## src/txso_defines.vh

```
`ifndef TXSO_DEFINES_VH
`define TXSO_DEFINES_VH
// Register word indices (byte address = index * 4)
`define TXSO_REG_CTRL     3'h0
`define TXSO_REG_STAT     3'h1
`define TXSO_REG_MASK     3'h2
`define TXSO_REG_HEAD     3'h3
`define TXSO_REG_HWBA     3'h4
// Control fields
`define TXSO_CTRL_EN      0
`define TXSO_CTRL_PAD     1
`define TXSO_CTRL_HWB     2
`define TXSO_CTRL_WTH_LSB 4
`define TXSO_CTRL_WTH_MSB 7
`define TXSO_CTRL_RST     8'h00
// Status and mask bits, and their width
`define TXSO_ST_SEG       0
`define TXSO_ST_DONE      1
`define TXSO_ST_WB        2
`define TXSO_ST_ERR       3
`define TXSO_ST_W         4
// Sizes and the write-back done word
`define TXSO_MAX_HDR      3'h4
`define TXSO_RING_W       8
`define TXSO_LEN_W        18
`define TXSO_DD_WORD      32'h00000001
`endif

```

## src/txso_core.v

```verilog
// Operation
// - UDP sends are segmented exactly like TCP sends.
// - report-status bit keeps its normal handling inside segmentation requests.
// - completion interrupt only after descriptor buffer data reached the device.
// - payload split per context offsets, each frame gets fresh headers and checksums.
// - fetch a segment only when it fits in free packet-buffer space.
// - header bytes re-read from host for every segment; only descriptors cached.
// - zero threshold, head write-back off: each report-status descriptor written back.
// - zero threshold, no report-status, head write-back off: nothing written back.
// - zero threshold, no report-status, head write-back on: head written on timer expiry.
// - nonzero threshold, head write-back off: all descriptors burst back with done set.
// - head write-back on: head written for each report-status descriptor.
// - head write-back on: threshold ignored, treated as zero.
// - head-pointer writes are full 32-bit words.
//
// Chosen here: register access over Wishbone and the placing of the registers.
`timescale 1ns/1ns
`default_nettype none
`include "txso_defines.vh"
module txso_core (
	input  wire        core_clk,
	input  wire        rst_n,
	input  wire        clkEn,
	input  wire        wb_cyc_i,
	input  wire        wb_stb_i,
	input  wire        wb_we_i,
	input  wire [7:0]  wb_adr_i,
	input  wire [3:0]  wb_sel_i,
	input  wire [31:0] wb_dat_i,
	output reg  [31:0] wb_dat_o,
	output reg         wb_ack_o,
	output wire        irq,
	input  wire        descValid,
	output wire        descReady,
	input  wire        descCtx,
	input  wire        descHdr,
	input  wire        descRs,
	input  wire        descEop,
	input  wire [31:0] descAddr,
	input  wire [15:0] descLen,
	input  wire [15:0] ctxMss,
	input  wire [7:0]  ctxHdrLen,
	input  wire [17:0] ctxPayLen,
	input  wire        ctxUdp,
	input  wire        ctxIpv4,
	input  wire [17:0] pbFree,
	output reg         rdReq,
	output reg  [31:0] rdAddr,
	output reg  [17:0] rdLen,
	output reg         rdIsHdr,
	input  wire        rdAck,
	input  wire        rdDone,
	input  wire        dataValid,
	input  wire [15:0] dataWord,
	input  wire        dataIp,
	input  wire        dataL4,
	output reg         frmValid,
	output reg  [17:0] frmLen,
	output reg         frmLast,
	output reg         frmUdp,
	output reg         frmIpv4,
	output reg  [15:0] frmIpCsum,
	output reg  [15:0] frmL4Csum,
	output reg         frmPad,
	output reg         wrReq,
	output reg         wrHead,
	output reg  [31:0] wrAddr,
	output reg  [31:0] wrData,
	output wire [3:0]  wrSel,
	input  wire        wrAck,
	input  wire        eitrExpire
);
	localparam [8:0] S_IDLE = 9'h001;
	localparam [8:0] S_CHK  = 9'h002;
	localparam [8:0] S_HSEL = 9'h004;
	localparam [8:0] S_HRD  = 9'h008;
	localparam [8:0] S_PRD  = 9'h010;
	localparam [8:0] S_EMIT = 9'h020;
	localparam [8:0] S_CMPL = 9'h040;
	localparam [8:0] S_WB   = 9'h080;
	localparam [8:0] S_HWB  = 9'h100;

	function [17:0] fMin;
		input [17:0] a;
		input [17:0] b;
		begin
			fMin = (a < b) ? a : b;
		end
	endfunction

	reg  [8:0]  st_q;
	reg  [7:0]  ctrl_q;
	reg  [3:0]  stat_q;
	reg  [3:0]  mask_q;
	reg  [31:2] hwba_q;
	reg  [7:0]  head_q;
	reg  [7:0]  wbPtr_q;
	reg  [7:0]  wbIdx_q;
	reg  [7:0]  wbEnd_q;
	reg         wbFilt_q;
	reg  [7:0]  reqBase_q;
	reg  [2:0]  nDesc_q;
	reg  [5:0]  rsVec_q;
	reg  [5:0]  eopVec_q;
	reg  [2:0]  nHdr_q;
	reg  [1:0]  hIdx_q;
	reg  [7:0]  hRem_q;
	reg  [15:0] mss_q;
	reg  [7:0]  hdrLen_q;
	reg  [17:0] rem_q;
	reg  [31:0] payAddr_q;
	reg         udp_q;
	reg         ipv4_q;
	reg         rdWait_q;
	reg         eitrPend_q;
	reg  [7:0]  pend_q;
	reg  [3:0]  evt;
	wire [47:0] hEntry;
	wire [15:0] ipCsum;
	wire [15:0] l4Csum;

	wire       hwbEn  = ctrl_q[`TXSO_CTRL_HWB];
	wire [3:0] wth    = ctrl_q[`TXSO_CTRL_WTH_MSB:`TXSO_CTRL_WTH_LSB];
	// Head write-back forces threshold-zero behaviour
	wire       thrOn  = !hwbEn && wth != 4'h0;
	wire       busAcc = wb_cyc_i && wb_stb_i && !wb_ack_o;
	wire       busWr  = busAcc && wb_we_i;
	wire [2:0] regIdx = wb_adr_i[4:2];
	wire [17:0] segLen = fMin(rem_q, {2'h0, mss_q});
	wire [17:0] hLen   = fMin({2'h0, hEntry[15:0]}, {10'h000, hRem_q});
	wire [2:0]  wbOff  = wbIdx_q[2:0] - reqBase_q[2:0];
	wire        wbNeed = !wbFilt_q || rsVec_q[wbOff];
	wire [7:0]  newHead = head_q + {5'h00, nDesc_q};
	wire        csClr  = st_q == S_CHK;

	assign descReady = (st_q == S_IDLE) && ctrl_q[`TXSO_CTRL_EN] && !eitrPend_q;
	assign wrSel     = 4'hF;
	assign irq       = |(stat_q & mask_q);

	txso_hdr_store uStore (
		.core_clk (core_clk),
		.rst_n    (rst_n),
		.clkEn    (clkEn),
		.wrEn     (descValid && descReady && descHdr && nHdr_q != `TXSO_MAX_HDR),
		.wrIdx    (nHdr_q[1:0]),
		.wrEntry  ({descAddr, descLen}),
		.rdIdx    (hIdx_q),
		.rdEntry  (hEntry)
	);

	// Same checksum path for TCP and UDP
	txso_csum uIpSum (
		.core_clk (core_clk),
		.rst_n    (rst_n),
		.clkEn    (clkEn),
		.clr      (csClr),
		.add      (dataValid && dataIp && ipv4_q),
		.word     (dataWord),
		.csum     (ipCsum)
	);
	txso_csum uL4Sum (
		.core_clk (core_clk),
		.rst_n    (rst_n),
		.clkEn    (clkEn),
		.clr      (csClr),
		.add      (dataValid && dataL4),
		.word     (dataWord),
		.csum     (l4Csum)
	);

	// Bus slave, one wait state, word indices 5-7 read zero; wb_adr_i[7:5] is ignored, so higher addresses alias the registers
	always @(posedge core_clk or negedge rst_n) begin
		if (!rst_n) begin
			wb_ack_o <= 1'b0;
			wb_dat_o <= 32'h00000000;
			ctrl_q   <= `TXSO_CTRL_RST;
			mask_q   <= 4'h0;
			hwba_q   <= 30'h00000000;
		end else if (clkEn) begin
			wb_ack_o <= busAcc;
			if (busWr && wb_sel_i[0] && regIdx == `TXSO_REG_CTRL)
				ctrl_q <= wb_dat_i[7:0];
			if (busWr && wb_sel_i[0] && regIdx == `TXSO_REG_MASK)
				mask_q <= wb_dat_i[3:0];
			if (busWr && wb_sel_i == 4'hF && regIdx == `TXSO_REG_HWBA)
				hwba_q <= wb_dat_i[31:2];
			case (regIdx)
				`TXSO_REG_CTRL: wb_dat_o <= {24'h000000, ctrl_q};
				`TXSO_REG_STAT: wb_dat_o <= {28'h0000000, stat_q};
				`TXSO_REG_MASK: wb_dat_o <= {28'h0000000, mask_q};
				`TXSO_REG_HEAD: wb_dat_o <= {24'h000000, head_q};
				`TXSO_REG_HWBA: wb_dat_o <= {hwba_q, 2'h0};
				default:        wb_dat_o <= 32'h00000000;
			endcase
		end
	end

	// Events; set wins over a write-one clear
	always @* begin
		evt = 4'h0;
		evt[`TXSO_ST_SEG]  = st_q == S_EMIT;
		evt[`TXSO_ST_DONE] = st_q == S_CMPL;
		evt[`TXSO_ST_WB]   = (st_q == S_WB || st_q == S_HWB) && wrReq && wrAck;
		evt[`TXSO_ST_ERR]  = descValid && descReady && (
			(descCtx && !ctrl_q[`TXSO_CTRL_PAD]) ||
			(descHdr && nHdr_q == `TXSO_MAX_HDR) ||
			(hwbEn && descRs && !descEop && !descCtx && !descHdr));
		if (st_q == S_CMPL && hwbEn && |(rsVec_q & ~eopVec_q))
			evt[`TXSO_ST_ERR] = 1'b1;
	end

	always @(posedge core_clk or negedge rst_n) begin
		if (!rst_n)
			stat_q <= 4'h0;
		else if (clkEn) begin
			if (busWr && wb_sel_i[0] && regIdx == `TXSO_REG_STAT)
				stat_q <= (stat_q & ~wb_dat_i[3:0]) | evt;
			else
				stat_q <= stat_q | evt;
		end
	end

	always @(posedge core_clk or negedge rst_n) begin
		if (!rst_n) begin
			st_q <= S_IDLE;
			head_q <= 8'h00;
			wbPtr_q <= 8'h00;
			wbIdx_q <= 8'h00;
			wbEnd_q <= 8'h00;
			wbFilt_q <= 1'b0;
			reqBase_q <= 8'h00;
			nDesc_q <= 3'h0;
			rsVec_q <= 6'h00;
			eopVec_q <= 6'h00;
			nHdr_q <= 3'h0;
			hIdx_q <= 2'h0;
			hRem_q <= 8'h00;
			mss_q <= 16'h0000;
			hdrLen_q <= 8'h00;
			rem_q <= 18'h00000;
			payAddr_q <= 32'h00000000;
			udp_q <= 1'b0;
			ipv4_q <= 1'b0;
			rdWait_q <= 1'b0;
			eitrPend_q <= 1'b0;
			pend_q <= 8'h00;
			rdReq <= 1'b0;
			rdAddr <= 32'h00000000;
			rdLen <= 18'h00000;
			rdIsHdr <= 1'b0;
			frmValid <= 1'b0;
			frmLen <= 18'h00000;
			frmLast <= 1'b0;
			frmUdp <= 1'b0;
			frmIpv4 <= 1'b0;
			frmIpCsum <= 16'h0000;
			frmL4Csum <= 16'h0000;
			frmPad <= 1'b0;
			wrReq <= 1'b0;
			wrHead <= 1'b0;
			wrAddr <= 32'h00000000;
			wrData <= 32'h00000000;
		end else if (clkEn) begin
			frmValid <= 1'b0;
			if (eitrExpire)
				eitrPend_q <= 1'b1;
			case (st_q)
				S_IDLE: begin
					if (eitrPend_q) begin
						eitrPend_q <= eitrExpire;
						if (hwbEn) begin
							wrReq <= 1'b1;
							wrHead <= 1'b1;
							wrAddr <= {hwba_q, 2'h0};
							wrData <= {24'h000000, head_q};
							st_q <= S_HWB;
						end else if (thrOn && pend_q != 8'h00) begin
							wbIdx_q <= wbPtr_q;
							wbEnd_q <= head_q;
							wbFilt_q <= 1'b0;
							pend_q <= 8'h00;
							st_q <= S_WB;
						end
					end else if (descValid && descReady) begin
						rsVec_q[nDesc_q] <= descRs;
						eopVec_q[nDesc_q] <= descEop;
						nDesc_q <= nDesc_q + 3'h1;
						if (descCtx) begin
							reqBase_q <= head_q;
							nDesc_q <= 3'h1;
							rsVec_q <= {5'h00, descRs};
							eopVec_q <= {5'h00, descEop};
							nHdr_q <= 3'h0;
							mss_q <= ctxMss;
							hdrLen_q <= ctxHdrLen;
							rem_q <= ctxPayLen;
							udp_q <= ctxUdp;
							ipv4_q <= ctxIpv4;
						end else if (descHdr) begin
							if (nHdr_q != `TXSO_MAX_HDR)
								nHdr_q <= nHdr_q + 3'h1;
						end else begin
							payAddr_q <= descAddr;
							st_q <= S_CHK;
						end
					end
				end
				S_CHK: begin
					if (pbFree >= segLen + {10'h000, hdrLen_q}) begin
						hIdx_q <= 2'h0;
						hRem_q <= hdrLen_q;
						st_q <= (nHdr_q == 3'h0) ? S_PRD : S_HSEL;
					end
				end
				S_HSEL: st_q <= S_HRD;
				S_HRD: begin
					if (!rdReq && !rdWait_q) begin
						rdReq <= 1'b1;
						rdAddr <= hEntry[47:16];
						rdLen <= hLen;
						rdIsHdr <= 1'b1;
					end else if (rdReq && rdAck) begin
						rdReq <= 1'b0;
						rdWait_q <= 1'b1;
					end else if (rdWait_q && rdDone) begin
						rdWait_q <= 1'b0;
						hRem_q <= hRem_q - rdLen[7:0];
						hIdx_q <= hIdx_q + 2'h1;
						if ({1'b0, hIdx_q} + 3'h1 == nHdr_q || rdLen[7:0] == hRem_q)
							st_q <= S_PRD;
						else
							st_q <= S_HSEL;
					end
				end
				S_PRD: begin
					if (!rdReq && !rdWait_q) begin
						rdReq <= 1'b1;
						rdAddr <= payAddr_q;
						rdLen <= segLen;
						rdIsHdr <= 1'b0;
					end else if (rdReq && rdAck) begin
						rdReq <= 1'b0;
						rdWait_q <= 1'b1;
					end else if (rdWait_q && rdDone) begin
						rdWait_q <= 1'b0;
						payAddr_q <= payAddr_q + {14'h0000, rdLen};
						rem_q <= rem_q - rdLen;
						st_q <= S_EMIT;
					end
				end
				S_EMIT: begin
					frmValid <= 1'b1;
					frmLen <= rdLen + {10'h000, hdrLen_q};
					frmLast <= rem_q == 18'h00000;
					frmUdp <= udp_q;
					frmIpv4 <= ipv4_q;
					frmIpCsum <= ipv4_q ? ipCsum : 16'h0000;
					frmL4Csum <= l4Csum;
					frmPad <= ctrl_q[`TXSO_CTRL_PAD];
					st_q <= (rem_q == 18'h00000) ? S_CMPL : S_CHK;
				end
				S_CMPL: begin
					// Last segment fetched: header slots may now be released
					head_q <= newHead;
					st_q <= S_IDLE;
					if (hwbEn) begin
						if (|rsVec_q) begin
							wrReq <= 1'b1;
							wrHead <= 1'b1;
							wrAddr <= {hwba_q, 2'h0};
							wrData <= {24'h000000, newHead};
							st_q <= S_HWB;
						end
					end else if (!thrOn) begin
						if (|rsVec_q) begin
							wbIdx_q <= head_q;
							wbEnd_q <= newHead;
							wbFilt_q <= 1'b1;
							st_q <= S_WB;
						end
					end else if (pend_q + {5'h00, nDesc_q} >= {4'h0, wth}) begin
						wbIdx_q <= wbPtr_q;
						wbEnd_q <= newHead;
						wbFilt_q <= 1'b0;
						pend_q <= 8'h00;
						st_q <= S_WB;
					end else
						pend_q <= pend_q + {5'h00, nDesc_q};
				end
				S_WB: begin
					if (wbIdx_q == wbEnd_q) begin
						wbPtr_q <= wbEnd_q;
						st_q <= S_IDLE;
					end else if (!wrReq) begin
						if (wbNeed) begin
							wrReq <= 1'b1;
							wrHead <= 1'b0;
							wrAddr <= {24'h000000, wbIdx_q};
							wrData <= `TXSO_DD_WORD;
						end else
							wbIdx_q <= wbIdx_q + 8'h01;
					end else if (wrAck) begin
						wrReq <= 1'b0;
						wbIdx_q <= wbIdx_q + 8'h01;
					end
				end
				S_HWB: begin
					if (wrAck) begin
						wrReq <= 1'b0;
						wrHead <= 1'b0;
						wbPtr_q <= head_q;
						st_q <= S_IDLE;
					end
				end
				default: st_q <= S_IDLE;
			endcase
		end
	end
endmodule // txso_core
`default_nettype wire

```

## src/txso_hdr_store.v

```verilog
`timescale 1ns/1ns
`default_nettype none
module txso_hdr_store (
	input  wire        core_clk,
	input  wire        rst_n,
	input  wire        clkEn,
	input  wire        wrEn,
	input  wire [1:0]  wrIdx,
	input  wire [47:0] wrEntry,
	input  wire [1:0]  rdIdx,
	output reg  [47:0] rdEntry
);
	reg [47:0] mem [0:3];
	genvar g;
	generate
		for (g = 0; g < 4; g = g + 1) begin : gEnt
			always @(posedge core_clk or negedge rst_n) begin
				if (!rst_n)
					mem[g] <= 48'h000000000000;
				else if (clkEn && wrEn && wrIdx == g)
					mem[g] <= wrEntry;
			end
		end
	endgenerate
	always @(posedge core_clk or negedge rst_n) begin
		if (!rst_n)
			rdEntry <= 48'h000000000000;
		else if (clkEn)
			rdEntry <= mem[rdIdx];
	end
endmodule // txso_hdr_store
`default_nettype wire

```

## src/txso_csum.v

```verilog
`timescale 1ns/1ns
`default_nettype none
module txso_csum (
	input  wire        core_clk,
	input  wire        rst_n,
	input  wire        clkEn,
	input  wire        clr,
	input  wire        add,
	input  wire [15:0] word,
	output wire [15:0] csum
);
	reg  [15:0] sum_q;
	wire [16:0] raw = {1'b0, sum_q} + {1'b0, word};
	// End-around carry keeps one's complement arithmetic
	always @(posedge core_clk or negedge rst_n) begin
		if (!rst_n)
			sum_q <= 16'h0000;
		else if (clkEn) begin
			if (clr)
				sum_q <= 16'h0000;
			else if (add)
				sum_q <= raw[15:0] + {15'h0000, raw[16]};
		end
	end
	assign csum = ~sum_q;
endmodule // txso_csum
`default_nettype wire

```

## config.mk

```make
export PLATFORM = sky130hd
export DESIGN_NAME = txso_core
export DESIGN_NICKNAME = d
export VERILOG_FILES = /design/src/txso_core.v /design/src/txso_hdr_store.v /design/src/txso_csum.v
export VERILOG_INCLUDE_DIRS = /design/src
export SDC_FILE = /design/constraint.sdc
export NUM_CORES = 1
export LEC_CHECK = 0
export ABC_CLOCK_PERIOD_IN_PS = 12200
export BUFFER_PORTS_ARGS = -buffer_cell sky130_fd_sc_hd__buf_2
export CAP_MARGIN = 10
export CORE_MARGIN = 2
export CORE_UTILIZATION = 50
export CTS_CLUSTER_DIAMETER = 30
export CTS_CLUSTER_SIZE = 10
export DETAILED_ROUTE_END_ITERATION = 12
export MAX_ROUTING_LAYER = met4
export PLACE_DENSITY_LB_ADDON = 0.25
export SLEW_MARGIN = 30
export SYNTH_ARGS = -nofsm -noshare
export SYNTH_HDL_FRONTEND = slang
export SYNTH_SLANG_ARGS = --single-unit
```

## constraint.sdc

```tcl
create_clock -name core_clk -period 12.2 [get_ports core_clk]
set_clock_uncertainty 0.15 [all_clocks]
set_input_delay 1.22 -clock core_clk [delete_from_list [all_inputs] [get_ports core_clk]]
set_output_delay 1.22 -clock core_clk [all_outputs]
set_load 0.005 [all_outputs]
```

==> results.cfg, run 1 <==
[status]
outcome = completed

[route]
first_pass_iters = 5
drc = 0
via_per_inst = 5.704
routed_wl_um = 101100
num_vias = 27138
drt_iter0_drc = 2081
antenna_left = 0
wl_per_cell_um = 21.24

[sta]
slew_violations = 0
rsz0062_at_grt = no
finalSetupViolations = 0
fmax_mhz = 123.5
tightest_slew_ns = 1.005
fin_ws_ns = 4.104
finalHoldViolations = 0
timing.setup.tns_ns = 0
min_period_ns = 8.096
slew_headroom_pct = 33.03
period_share_pct = 66.36

[clocking]
htree_levels = 4
holdBufCountCts = 0
clock_latency_ns = 0.72
clock_path_buffers = 3
cts_resized = 0
cts_sinks = 659
tritoncts = built
cts_root_buf = clkbuf_16
clkTransAtPathRegs_ns = 0.04
cts_buffers = 148
post-cts-setup-buffers = 0

[cells_and_area]
final_nets = 4015
layout.cells.non_filler = 4758
area_delta_synth_final_pct = 21.96
drive_gt1_share_pct = 28.71
fillers = 5722

[placement]
dpl.hpwl_um = 69050
place_congestion = 0.9083
post-place-ws_ns = 4.008
port_buffers = 366
place_inst = 4455

[yosys]
syn_area_um2 = 35340
syn_inst = 3286
async_flop_share_pct = 100.0
synth_largest_area_cell = dfrtp_1
ys_ff_latch = 659
ys_top_cells_by_count = dfrtp_1 (658), nand2_1 (349), mux2_2 (252)
synth_top_cell_area_share_pct = 46.59
synth-edff-count = 0
synth.distinct_cells = 93
yosysWarningCount = 0
ys.flop_type = dfrtp_1
ys_seq_area_share_pct = 46.67
synth_area_leaders = dfrtp_1 (47%), mux2_2 (8.0%), ha_1 (5.4%)
synth.most_common_cell = dfrtp_1
syn_area_per_cell_um2 = 10.76

[worst_setup_path]
crit_path_frequent_cell = a21oi_1
startpoint_type = register
end_kind = register
critical_path.max_stage_delay_ns = 0.78
r2r_slack_ns = 4.10
cp_data_arrival_time_ns = 8.54
crit_path_top_delay_cell = a21oi_4
worstPathRequired_ns = 12.64
worstSetupPathType = register to register
cp_max_fo = 26

[run]
max_cap_violations = 0

[power_and_ir_drop]
ir_drop_mv = 0.1228
power.density_nw_per_um2 = 194.1
p_leak_uw = 0.02137
power_uw = 8367

[global_routing]
grt_max_degree = 150
grt_pass1_wl_um = 158000
grt_pass1_vias = 27093
grt_util_all_layers_pct = 28.56
grt_overflow = 0
antenna_found_initial = 28

[die]
fp-row-count = 97
pin_count = 400
initial_utilization_pct = 50.47
dieWidth_um = 269.9
coreArea_um2 = 70030
die-area_um2 = 72820
die_y_um = 269.9

[hold_path]
hold_class = register to register
## cells in the final DEF, fill, tap and decap left out, drive strengths merged, types with 111 or more instances in the layout
cell,count
o21ai,251
nor2,209
dfrtp,658
a21oi,191
inv,111
ha,152
clkbuf,187
mux2,329
nand2,353
buf,397
## worst paths after layout
path | startpoint | to | cells past startpoint
hold reg to reg | frmLen[9] | frmLen[9] | 2
min in group asynchronous | rst_n | uL4Sum.sum_q[11] | 1
hold / removal | frmLen[9] | frmLen[9] | 2
setup / recovery | rem_q[1] | wbEnd_q[7] | 28
max in group asynchronous | rst_n | uStore.mem[40] | 4
setup reg to reg | rem_q[1] | wbEnd_q[7] | 28
## routing by layer
metal	vias up	share of wire [%]	global-route usage (%)
li1	12601	-	-
met1	13511	43	36.87
met2	843	47	43.89
met3	183	6.9	6.561
met4	0	2.7	10.92
met5	-	0	-
## critical path: cells and delay by family (launching register included)
family | cells | cell delay, ns
adder cells (fa/ha/maj) | 4 | 1.26
XOR/XNOR | 1 | 0.14
AND/OR/NAND/NOR | 6 | 1.36
flip-flops | 1 | 0.43
AO/OA/AOI/OAI | 14 | 3.72
multiplexers | 3 | 0.92
## area by class of cell
cell class                      count  area (um2)  area share, %
Tap cell                          940        1176          2.729
Clock buffer                      187        4094          9.498
Inverter                           99       371.6         0.8622
Multi-Input combinational cell   2360       17680          41.01
Antenna cell                       29       72.57         0.1684
Timing Repair Buffer              397        2097          4.865
Sequential cell                   659       16500          38.28
Clock inverter                     87        1115          2.587
## registers in the layout (all words and copies together) (netlist names), 18 cells and up
| name | count |
|---|---|
| uStore.mem | 192 |
| uStore.rdEntry | 48 |
| payAddr_q | 32 |
| rdAddr | 32 |
| wb_dat_o | 32 |
| wrAddr | 32 |
| hwba_q | 30 |
| frmLen | 18 |
| rdLen | 18 |
| rem_q | 18 |
## cell families (layout without fill, tap and decap cells)
| group | count (synthesis) | after routing | share of synthesized area [%] |
|---|---|---|---|
| AOI/OAI and AO/OA | 754 | 754 | 13.12 |
| other | 2 | 58 | 0.02125 |
| muxes | 425 | 425 | 15.83 |
| DFF | 659 | 659 | 46.67 |
| xor gates and xnor gates | 141 | 141 | 3.516 |
| and+or+nand+nor | 849 | 849 | 11.06 |
| adders and majority gates | 162 | 162 | 5.948 |
| buffers and inverters | 294 | 770 | 3.841 |
## power breakdown
part           switching (uW)  total, uW  internal (uW)
Sequential                218       2580           2360
Clock                    1320       4070           2750
Combinational             991       1720            725
## per-stage QoR
step	instance area [um2]	utilization [%]	hold slack (ns)
6_report	43100	61.55	0.3173
5_1_grt	43090	61.53	0.3403
4_1_cts	43010	61.41	0.3240
3_5_place_dp	37800	53.97	0.3146
3_3_place_gp	37780	53.95	0.3072
2_1_floorplan	35440	-	0.3074
No activity file was read; power rests on OpenSTA's default activity.
==> run 2: changes to the inputs <==
--- a/config.mk
+++ b/config.mk
@@ -6,7 +6,7 @@
 export SDC_FILE = /design/constraint.sdc
 export NUM_CORES = 1
 export LEC_CHECK = 0
-export ABC_CLOCK_PERIOD_IN_PS = 12200
+export ABC_CLOCK_PERIOD_IN_PS = 7700
 export BUFFER_PORTS_ARGS = -buffer_cell sky130_fd_sc_hd__buf_2
 export CAP_MARGIN = 10
 export CORE_MARGIN = 2
==> constraint.sdc (replaced) <==
create_clock -name core_clk -period 7.7 [get_ports core_clk]
set_clock_uncertainty 0.15 [all_clocks]
set_input_delay 0.77 -clock core_clk [delete_from_list [all_inputs] [get_ports core_clk]]
set_output_delay 0.77 -clock core_clk [all_outputs]
set_load 0.005 [all_outputs]
==> run 2 against run 1 <==
Compared with the run above:
- routed wire length rose by 0.35%
- power increased by 63%
- first-iteration DRC count shrank 3.3%
- critical endpoint is now wbEnd_q[0]
- largest power group unchanged
- core utilization is 0.60 points higher
- non-clock buffer count increased by 7
- die area unchanged
- fmax is 16% higher
==> results.cfg, run 2 (same netlist as run 1, synthesis figures left out) <==
[status]
outcome = completed

[die]
initial_utilization_pct = 50.47
coreArea_um2 = 70030
die_y_um = 269.9
die-area_um2 = 72820
dieWidth_um = 269.9
fp-row-count = 97
pin_count = 400

[sta]
finalSetupViolations = 0
period_share_pct = 90.86
holdWs_ns = 0.1373
slew_headroom_pct = 34.53
tightest_slew_ns = 0.9820
timing.setup.tns_ns = 0
slew_violations = 0
finalHoldViolations = 0
rsz0062_at_grt = no
fmax_mhz = 142.9
min_period_ns = 6.996

[global_routing]
grt_util_all_layers_pct = 28.60
grt_overflow = 0
antenna_found_initial = 23
grt_pass1_wl_um = 157800
grt_pass1_vias = 27404
grt_max_degree = 177

[clocking]
cts_sinks = 659
cts_root_buf = clkbuf_16
htree_levels = 4
clkTransAtPathRegs_ns = 0.05
clock_latency_ns = 0.72
tritoncts = built
cts_buffers = 151
clock_path_buffers = 3

[worst_setup_path]
cp_max_fo = 23
crit_path_top_delay_cell = mux2_2
worstSetupPathType = register to register
worst-r2r-cell-count = 30
worstPathRequired_ns = 8.14
r2r_end = wbEnd_q[0]
rr_startpoint = mss_q[11]
end_kind = register
startpoint_type = register
cp_data_arrival_time_ns = 7.43
critical_path.max_stage_delay_ns = 0.40
r2r_slack_ns = 0.70

[power_and_ir_drop]
p_leak_uw = 0.02161
power.density_nw_per_um2 = 314.0
power_uw = 13670
ir_drop_mv = 0.1922

[route]
num_vias = 27204
via_per_inst = 5.710
drc = 0
antenna_left = 0
routed_wl_um = 101400
first_pass_iters = 5
wl_per_cell_um = 21.29
drt_iter0_drc = 2012

[hold_path]
min_to = hdrLen_q[5]
worstHoldStart = ctxHdrLen[5]
hold_class = primary input to register
holdPathStages = 2

[cells_and_area]
final_nets = 4025
largest_reg_flops = 192
fin_area_um2 = 43520
reg_top3 = uStore.mem x192, uStore.rdEntry x48
area_delta_synth_final_pct = 23.15
final_common_cell = dfrtp_1
regMostFlops = uStore.mem
drive_gt1_share_pct = 28.92
fillers = 5643
final_cell_mix = dfrtp_1 (656), buf_2 (364), nand2_1 (346), mux2_2 (252), o21ai_0 (233)
seqCellArea_um2 = 16500
multiInputGateArea_um2 = 17670

[placement]
place_congestion = 0.9109
dpl.hpwl_um = 68900
port_buffers = 366
place_area_um2 = 37860

[run]
max_cap_violations = 0
==> run 2: layout make-up <==
cell class | count | area share, %
tap | 940 | 2.702
multi-input combinational | 2360 | 40.60
clock buffer | 198 | 9.927
sequential | 659 | 37.91
clock inverter | 80 | 2.786
inverter | 99 | 0.8538
timing repair buffer | 404 | 5.086
antenna | 24 | 0.1380
==> run 2: critical path, delay by kind of cell, from the launching register on <==
family	cells	cell delay, ns
AO/OA/AOI/OAI	15	3.08
adder cells (fa/ha/maj)	3	0.88
multiplexers	3	0.83
buffers and inverters	4	0.75
AND/OR/NAND/NOR	4	0.68
flip-flops	1	0.39
XOR/XNOR	1	0.11
==> run 2: power by group <==
part           switching, uW  total, uW  internal (uW)  leakage [uW]
clock network           2090       6850           4750       0.00271
registers                350       4100           3750       0.00881
logic                   1570       2730           1160        0.0101
total                   4010      13700           9660        0.0216
==> run 2: metrics by stage <==
step           setup WS [ns]  util (%)  std cells
2_1_floorplan          1.396         -       3313
3_3_place_gp          0.5150     54.03       4459
3_5_place_dp          0.4399     54.06       4459
4_1_cts               0.3831     61.98       4738
5_1_grt               0.1512     62.14       4762
6_report              0.7041     62.15       4764
==> run 2: worst max-delay path by stage <==
| stage | depth (start not counted) | end | startpoint |
|---|---|---|---|
| after floorplan | 31 | wbEnd_q[0] | mss_q[11] |
| after global placement | 30 | wbEnd_q[3] | mss_q[11] |
| after detailed placement | 30 | wbEnd_q[3] | mss_q[11] |
| after CTS | 30 | wbEnd_q[0] | mss_q[11] |
| after global routing | 31 | hRem_q[4] | mss_q[11] |
| final | 30 | wbEnd_q[0] | mss_q[11] |
==> run 2: timing repair <==
action / CTS / global route
endpoints found under the hold margin: 76 / 0
buffers inserted: 0 / 0
hold buffers: 1 / 0
gates resized for setup: 0 / 1
endpoints found under the setup margin: 0 / 7
==> run 2: per-layer routing <==
layer | wire (um) | global-route usage [%] | vias up | part of all wire [%]
met4 | 2934 | 10.98 | 0 | 2.9
met5 | 0 | - | - | 0
met2 | 47120 | 43.75 | 888 | 46
met3 | 7326 | 7.406 | 195 | 7.2
li1 | - | - | 12620 | -
met1 | 44060 | 36.53 | 13501 | 43
